File: config.mk
export PLATFORM = sky130hd
export DESIGN_NAME = dioe_irq_router
export DESIGN_NICKNAME = d
export VERILOG_FILES = /design/src/shared/dioe_pkg.sv /design/src/logic/dioe_irq_router.sv
export SDC_FILE = /design/constraint.sdc
export NUM_CORES = 1
export LEC_CHECK = 0
export BUFFER_PORTS_ARGS = -buffer_cell sky130_fd_sc_hd__buf_2
export CAP_MARGIN = 20
export CORE_MARGIN = 5
export CORE_UTILIZATION = 47
export DETAILED_ROUTE_END_ITERATION = 8
export PLACE_DENSITY = 0.65
export SKIP_LAST_GASP = 1
export SYNTH_ARGS = -nofsm -noshare
export SYNTH_HDL_FRONTEND = slang
export SYNTH_SLANG_ARGS = --single-unit
File: constraint.sdc
create_clock -name sys_clk -period 1.8 [get_ports sys_clk]
set_clock_uncertainty 0.05 [all_clocks]
set_input_delay 0.45 -clock sys_clk [delete_from_list [all_inputs] [get_ports sys_clk]]
set_output_delay 0.45 -clock sys_clk [all_outputs]
set_load 0.005 [all_outputs]
File: src/shared/dioe_pkg.sv
// Register map, field layout and reset values for the dual interrupt output enable block
package dioe_pkg;
    localparam int unsigned ADDR_W = 8;
    localparam int unsigned DATA_W = 16;
    localparam int unsigned SLOTS  = 12;

    // Register offsets
    localparam logic [ADDR_W-1:0] OFF_FIFO_SLOT_STATUS = 8'h00;
    localparam logic [ADDR_W-1:0] OFF_LOW_LEVEL_STATUS = 8'h01;
    localparam logic [ADDR_W-1:0] OFF_AUTOCLEAR        = 8'h07;
    localparam logic [ADDR_W-1:0] OFF_X_SLOT_FIFO_MASK = 8'h14;
    localparam logic [ADDR_W-1:0] OFF_Y_SLOT_FIFO_MASK = 8'h15;
    localparam logic [ADDR_W-1:0] OFF_X_LOW_LEVEL_MASK = 8'h16;

    // Field positions in the FIFO/slot layout
    localparam int unsigned BIT_FIFO_THRESHOLD = 15;
    localparam int unsigned BIT_FIFO_UNDERRUN  = 14;
    localparam int unsigned BIT_FIFO_OVERRUN   = 13;
    localparam int unsigned BIT_RESERVED       = 12;
    localparam int unsigned BIT_AUTOCLEAR_FIFO = 15;

    // Writable bits: reserved positions always read zero
    localparam logic [DATA_W-1:0] FIFO_SLOT_WMASK = 16'hefff;
    localparam logic [DATA_W-1:0] LOW_LEVEL_WMASK = 16'h0fff;
    localparam logic [DATA_W-1:0] AUTOCLEAR_WMASK = 16'h8000;

    // Reset values
    localparam logic [DATA_W-1:0] MASK_RESET      = 16'h0000;
    localparam logic [DATA_W-1:0] STATUS_RESET    = 16'h0000;
    localparam logic [DATA_W-1:0] AUTOCLEAR_RESET = 16'h8000;
    localparam logic [DATA_W-1:0] READ_ZERO       = 16'h0000;
endpackage
File: src/logic/dioe_irq_router.sv
// Status flags, enable masks and the two interrupt outputs X and Y
`timescale 1ns/1ps

// Contract
// - Y mask bit 15 gates the FIFO threshold flag onto output Y.
// - Y mask bit 14 gates the FIFO underrun flag onto output Y.
// - Y mask bit 13 gates FIFO overrun onto Y; bit 12 reserved, read-only.
// - Y mask bits 11..0 gate slot L..A data-ready flags onto output Y.
// - X mask bits 15..13 and 11..0 gate the FIFO and slot L..A data-ready flags onto output X.
// - X low-level mask bits 11..0 gate slots L..A; bits 15..12 read zero.
// - All mask enable bits are read/write and reset to zero.
// - Low-level flags set on data update, cleared by writing one.
// - With autoclear enabled (reset one), each FIFO read clears the threshold flag.
module dioe_irq_router (
    input  wire logic                          sys_clk,
    input  wire logic                          reset_n,
    input  wire logic                          clk_en,
    input  wire logic [dioe_pkg::ADDR_W-1:0]   reg_addr,
    input  wire logic [dioe_pkg::DATA_W-1:0]   reg_wdata,
    input  wire logic                          reg_wr,
    input  wire logic                          reg_rd,
    output logic      [dioe_pkg::DATA_W-1:0]   reg_rdata,
    input  wire logic [dioe_pkg::SLOTS-1:0]    slot_ready_set,
    input  wire logic [dioe_pkg::SLOTS-1:0]    slot_low_level_set,
    input  wire logic                          fifo_threshold_set,
    input  wire logic                          fifo_underrun_set,
    input  wire logic                          fifo_overrun_set,
    input  wire logic                          fifo_read,
    output logic                               int_x,
    output logic                               int_y
);

    function automatic logic reg_hit(input logic [dioe_pkg::ADDR_W-1:0] addr,
                                     input logic [dioe_pkg::ADDR_W-1:0] off);
        reg_hit = (addr == off);
    endfunction

    // One pending test for every flag/mask pair keeps X and Y decoding identical
    function automatic logic any_pending(input logic [dioe_pkg::DATA_W-1:0] flags,
                                         input logic [dioe_pkg::DATA_W-1:0] mask);
        any_pending = |(flags & mask);
    endfunction

    logic [dioe_pkg::DATA_W-1:0] irq_x_slot_fifo_mask_reg_q;
    logic [dioe_pkg::DATA_W-1:0] irq_y_slot_fifo_mask_reg_q;
    logic [dioe_pkg::DATA_W-1:0] irq_x_low_level_mask_reg_q;
    logic [dioe_pkg::DATA_W-1:0] autoclear_q;
    logic [dioe_pkg::DATA_W-1:0] fifo_slot_flag_q;
    logic [dioe_pkg::DATA_W-1:0] low_level_flag_q;
    logic [dioe_pkg::DATA_W-1:0] fifo_slot_set;
    logic [dioe_pkg::DATA_W-1:0] fifo_slot_clr;
    logic [dioe_pkg::DATA_W-1:0] low_level_set;
    logic [dioe_pkg::DATA_W-1:0] low_level_clr;
    logic [dioe_pkg::DATA_W-1:0] rdata_d;
    logic [dioe_pkg::DATA_W-1:0] rdata_q;
    logic                        int_x_d;
    logic                        int_x_q;
    logic                        int_y_d;
    logic                        int_y_q;
    logic                        fifo_autoclear;
    logic                        wr_go;
    logic                        rd_take;
    logic                        wr_x_mask;
    logic                        wr_y_mask;
    logic                        wr_xl_mask;
    logic                        wr_autoclear;
    logic                        wr_fifo_status;
    logic                        wr_low_status;

    // The clock enable is folded into each strobe once, so a frozen cycle takes nothing
    assign wr_go          = clk_en && reg_wr;
    assign rd_take        = clk_en && reg_rd;
    assign wr_x_mask      = wr_go && reg_hit(reg_addr, dioe_pkg::OFF_X_SLOT_FIFO_MASK);
    assign wr_y_mask      = wr_go && reg_hit(reg_addr, dioe_pkg::OFF_Y_SLOT_FIFO_MASK);
    assign wr_xl_mask     = wr_go && reg_hit(reg_addr, dioe_pkg::OFF_X_LOW_LEVEL_MASK);
    assign wr_autoclear   = wr_go && reg_hit(reg_addr, dioe_pkg::OFF_AUTOCLEAR);
    assign wr_fifo_status = wr_go && reg_hit(reg_addr, dioe_pkg::OFF_FIFO_SLOT_STATUS);
    assign wr_low_status  = wr_go && reg_hit(reg_addr, dioe_pkg::OFF_LOW_LEVEL_STATUS);

    // Mask registers; reserved bits are never stored
    always_ff @(posedge sys_clk) begin
        if (!reset_n) begin
            irq_x_slot_fifo_mask_reg_q <= dioe_pkg::MASK_RESET;
        end else if (wr_x_mask) begin
            irq_x_slot_fifo_mask_reg_q <= reg_wdata & dioe_pkg::FIFO_SLOT_WMASK;
        end
    end

    always_ff @(posedge sys_clk) begin
        if (!reset_n) begin
            irq_y_slot_fifo_mask_reg_q <= dioe_pkg::MASK_RESET;
        end else if (wr_y_mask) begin
            // Bit 12 stays zero
            irq_y_slot_fifo_mask_reg_q <= reg_wdata & dioe_pkg::FIFO_SLOT_WMASK;
        end
    end

    always_ff @(posedge sys_clk) begin
        if (!reset_n) begin
            irq_x_low_level_mask_reg_q <= dioe_pkg::MASK_RESET;
        end else if (wr_xl_mask) begin
            irq_x_low_level_mask_reg_q <= reg_wdata & dioe_pkg::LOW_LEVEL_WMASK;
        end
    end

    // Only the FIFO threshold autoclear is kept; the per-slot enables read as zero
    always_ff @(posedge sys_clk) begin
        if (!reset_n) begin
            autoclear_q <= dioe_pkg::AUTOCLEAR_RESET;
        end else if (wr_autoclear) begin
            autoclear_q <= reg_wdata & dioe_pkg::AUTOCLEAR_WMASK;
        end
    end

    assign fifo_autoclear = fifo_read && autoclear_q[dioe_pkg::BIT_AUTOCLEAR_FIFO];

    always_comb begin
        fifo_slot_set = {fifo_threshold_set, fifo_underrun_set, fifo_overrun_set, 1'b0,
                         slot_ready_set};
        low_level_set = {4'h0, slot_low_level_set};
        fifo_slot_clr = '0;
        low_level_clr = '0;
        if (wr_fifo_status) begin
            fifo_slot_clr = reg_wdata & dioe_pkg::FIFO_SLOT_WMASK;
        end
        if (wr_low_status) begin
            low_level_clr = reg_wdata & dioe_pkg::LOW_LEVEL_WMASK;
        end
        if (fifo_autoclear) begin
            fifo_slot_clr[dioe_pkg::BIT_FIFO_THRESHOLD] = 1'b1;
        end
    end

    // Sticky flags: a set in the same cycle as a clear wins, so no event is lost
    // Bit 12 and the top four low-level bits are never set and keep their reset zero
    genvar g;
    generate
        for (g = 0; g < dioe_pkg::DATA_W; g++) begin : g_flag
            always_ff @(posedge sys_clk) begin
                if (!reset_n) begin
                    fifo_slot_flag_q[g] <= dioe_pkg::STATUS_RESET[g];
                end else if (clk_en) begin
                    if (fifo_slot_set[g]) begin
                        fifo_slot_flag_q[g] <= 1'b1;
                    end else if (fifo_slot_clr[g]) begin
                        fifo_slot_flag_q[g] <= 1'b0;
                    end
                end
            end

            always_ff @(posedge sys_clk) begin
                if (!reset_n) begin
                    low_level_flag_q[g] <= dioe_pkg::STATUS_RESET[g];
                end else if (clk_en) begin
                    if (low_level_set[g]) begin
                        low_level_flag_q[g] <= 1'b1;
                    end else if (low_level_clr[g]) begin
                        low_level_flag_q[g] <= 1'b0;
                    end
                end
            end
        end
    endgenerate

    // Outputs follow the flags one cycle later, so the pins never glitch on decode
    always_comb begin
        int_y_d = any_pending(fifo_slot_flag_q,
                              irq_y_slot_fifo_mask_reg_q);
        int_x_d = any_pending(fifo_slot_flag_q, irq_x_slot_fifo_mask_reg_q)
                | any_pending(low_level_flag_q, irq_x_low_level_mask_reg_q);
    end

    always_ff @(posedge sys_clk) begin
        if (!reset_n) begin
            int_x_q <= 1'b0;
        end else if (clk_en) begin
            int_x_q <= int_x_d;
        end
    end

    always_ff @(posedge sys_clk) begin
        if (!reset_n) begin
            int_y_q <= 1'b0;
        end else if (clk_en) begin
            int_y_q <= int_y_d;
        end
    end

    always_comb begin
        if (reg_hit(reg_addr, dioe_pkg::OFF_FIFO_SLOT_STATUS)) begin
            rdata_d = fifo_slot_flag_q;
        end else if (reg_hit(reg_addr, dioe_pkg::OFF_LOW_LEVEL_STATUS)) begin
            rdata_d = low_level_flag_q;
        end else if (reg_hit(reg_addr, dioe_pkg::OFF_AUTOCLEAR)) begin
            rdata_d = autoclear_q;
        end else if (reg_hit(reg_addr, dioe_pkg::OFF_X_SLOT_FIFO_MASK)) begin
            rdata_d = irq_x_slot_fifo_mask_reg_q;
        end else if (reg_hit(reg_addr, dioe_pkg::OFF_Y_SLOT_FIFO_MASK)) begin
            rdata_d = irq_y_slot_fifo_mask_reg_q;
        end else if (reg_hit(reg_addr, dioe_pkg::OFF_X_LOW_LEVEL_MASK)) begin
            rdata_d = irq_x_low_level_mask_reg_q;
        end else begin
            rdata_d = dioe_pkg::READ_ZERO;
        end
    end

    // Read data holds until the next read strobe
    always_ff @(posedge sys_clk) begin
        if (!reset_n) begin
            rdata_q <= dioe_pkg::READ_ZERO;
        end else if (rd_take) begin
            rdata_q <= rdata_d;
        end
    end

    assign reg_rdata = rdata_q;
    assign int_x     = int_x_q;
    assign int_y     = int_y_q;

endmodule

==> impl_metrics.yaml <==
sta:
  hold_violations: 0
  maxSlewViolCount: 0
  setup_viol: 0
  fin_crit_ns: 1.53
  fin_crit_sh: 0.850
  grt_setup_unrepaired: "no"
  fmax_mhz: 654
global_route:
  grt_max_degree: 88
  grt_use_met3: 0.0586
  antenna_found_initial: 0
  top_usage_layer: "met2"
  grt_pass1_vias: 3721
  use_met1: 0.279
  grt_pass1_wl_um: 20100
  grtUsageTotal: 0.231
  use_met2: 0.391
  grt.overflow.total: 0
worst_setup_path:
  critPathMaxFanout: 12
  setup.worst_path.class: "in2reg"
  crit_required_ns: 2.02
  cp.arrival_ns: 1.75
  path_cells: "buf_2 -> nor4_2 -> and2_2 -> a21oi_1 -> a211oi_1"
  cpMaxStageDelayCell: "nor4_2"
  max_stage_delay_ns: 0.42
  worst_setup_path_start_kind: "input pin"
  crit_path_end_kind: "register"
floorplanning:
  coreArea_sq_mm: 0.00876
  dieHeight_um: 105
  die_x_um: 105
  die_area_sq_mm: 0.0110
  start_util: 0.483
  rows: 34
  io_pins: 75
routing:
  drc_errors: 0
  drt_wl_total_um: 12700
  postRouteAntennaNets: 0
  drtPass1Iterations: 5
  drt_iter0_drc: 297
  wire_per_inst_um: 19.4
  viasPerCell: 5.79
  num_vias: 3795
worst_hold_path:
  hold_class: "in2reg"
layout:
  finish.net_count: 601
  antenna_cells: 0
  drive_gt1_frac: 0.217
  fin_cells: 656
  area_growth_pct: 18.7
logic_synthesis:
  synth.mux.area_fraction: 0.109
  synthesis.nets: 527
  netlist_area_sq_mm: 0.00423
  ys_warn_count: 0
  synth.area.top_cells: "dfxtp_1 41%, mux2i_1 11%, nor2b_1 6.5%"
  synth_top_cell_area_share: 0.411
  synth_compound_area_frac: 0.245
  synth_seq_area_share: 0.411
  synth_enable_flop_cells: 0
  synth_xor_area_frac: 0
  synth_seq_cells: 87
  synth_fa_ha_area_frac: 0
  yosysTopAreaCell: "dfxtp_1"
  async_flop_share: 0
  synthSimpleGateAreaFrac: 0.178
  synthesis.instances: 470
  synth_top_family_by_area: "compound AO/OA/AOI/OAI gates"
  yosysMostFrequentCell: "dfxtp_1"
  synth_ff_type: "dfxtp_1"
  postSynthAreaPerCell_sq_um: 9.01
  yosysUniqueCellTypes: 38
  synth.top_cells.by_count: "87 x dfxtp_1, 53 x o21ai_0, 46 x mux2i_1, 44 x nor2b_1, 32 x nand2_1"
clock_network:
  worstSkewPairLatency_ns: 0.36
  cts.repair.resized: 0
  cts_buffer_depth: 2
  clkSinkCount: 87
  cts.clk_slew.worst_paths_ns: 0.09
  cts_tree: "yes"
  cts_hold_buf: 0
  cts_buffers: 9
  cts_max_level: 3
  cts_root_buffer: "clkbuf_8"
  post_cts_buffers: 0
pwr:
  power.total_mw: 4.03
  p_per_area_mw_per_mm2: 802
  peakVddDrop_uv: 418
  p_leak_nw: 2.14
placed_design:
  portBuffers: 72
  place.gp.congestion: 0.950
  place_inst: 641
  hpwl_um: 9470
outcome:
  outcome: "complete, no violations"
flow_run:
  maxCapViolCount: 0
## routing by layer
metal / up-vias / wire (um)
met4: 0 / 413
met3: 33 / 863
li1: 1831 / -
met5: - / 0
met2: 145 / 6340
met1: 1786 / 5140
## placed cells by master (no fill, tap or decap), types with 13 or more instances in the layout
cell,netlist,final
buf_4,5,20
o21ai_0,53,53
dfxtp_1,87,87
a22oi_1,18,18
mux2i_1,46,46
nor3_1,13,13
a21oi_1,15,15
inv_1,14,14
nor2b_1,44,44
a21boi_0,27,27
nand2b_1,13,13
buf_2,7,72
nand2_1,32,32
## critical path, delay by kind of cell
kind                   cells  cell delay (ns)
AO/OA/AOI/OAI              2             0.36
AND/OR/NAND/NOR            2             0.81
buffers and inverters      1             0.13
## registers in the layout, indices dropped and copies added, names as in the netlist
register and flops:
autoclear_q 1, int_y 1, low_level_flag_q 12, irq_y_slot_fifo_mask_reg_q 15
fifo_slot_flag_q 15, irq_x_low_level_mask_reg_q 12, irq_x_slot_fifo_mask_reg_q 15, int_x 1
reg_rdata 15
## where the power goes
part | total, mW | switching (mW) | internal, mW
registers | 2.05 | 0.0663 | 1.99
logic | 0.378 | 0.203 | 0.175
clock network | 1.60 | 0.686 | 0.914
## per-stage QoR
step | TNS (ns) | hold slack [ns] | util | cell area, sq um | setup slack, ns
2_1_floorplan | 0 | 0.408 | - | 4230 | 0.177
3_3_place_gp | -0.883 | 0.448 | 0.547 | 4800 | -0.0501
3_5_place_dp | -1.04 | 0.455 | 0.547 | 4800 | -0.0690
4_1_cts | 0 | 0.274 | 0.573 | 5020 | 0.294
5_1_grt | 0 | 0.286 | 0.573 | 5020 | 0.111
6_report | 0 | 0.279 | 0.573 | 5020 | 0.270
## worst paths after layout
path                         start                   to  slack [ns]  depth (start not counted)
max                    reg_addr[4]         reg_rdata[5]        0.27                          5
min          slot_low_level_set[2]  low_level_flag_q[2]        0.28                          3
max reg2reg    low_level_flag_q[0]                int_x        0.32                          4
min reg2reg    low_level_flag_q[8]  low_level_flag_q[8]        0.47                          2
## area by class of cell
cell class	count	area (sq um)
fillers	808	3740
multi-input cells	335	2260
flip-flops and latches	87	1740
repair buffers	97	611
well taps	108	135
clock buffers	11	131
clock inverters	4	95.1
inverters	14	52.6
## kinds of logic after synthesis
family,Yosys count
buf+inv,48
other cells,1
mux,46
simple gates,131
flops,87
compound gates,157
No activity file was read; power rests on OpenSTA's default activity.
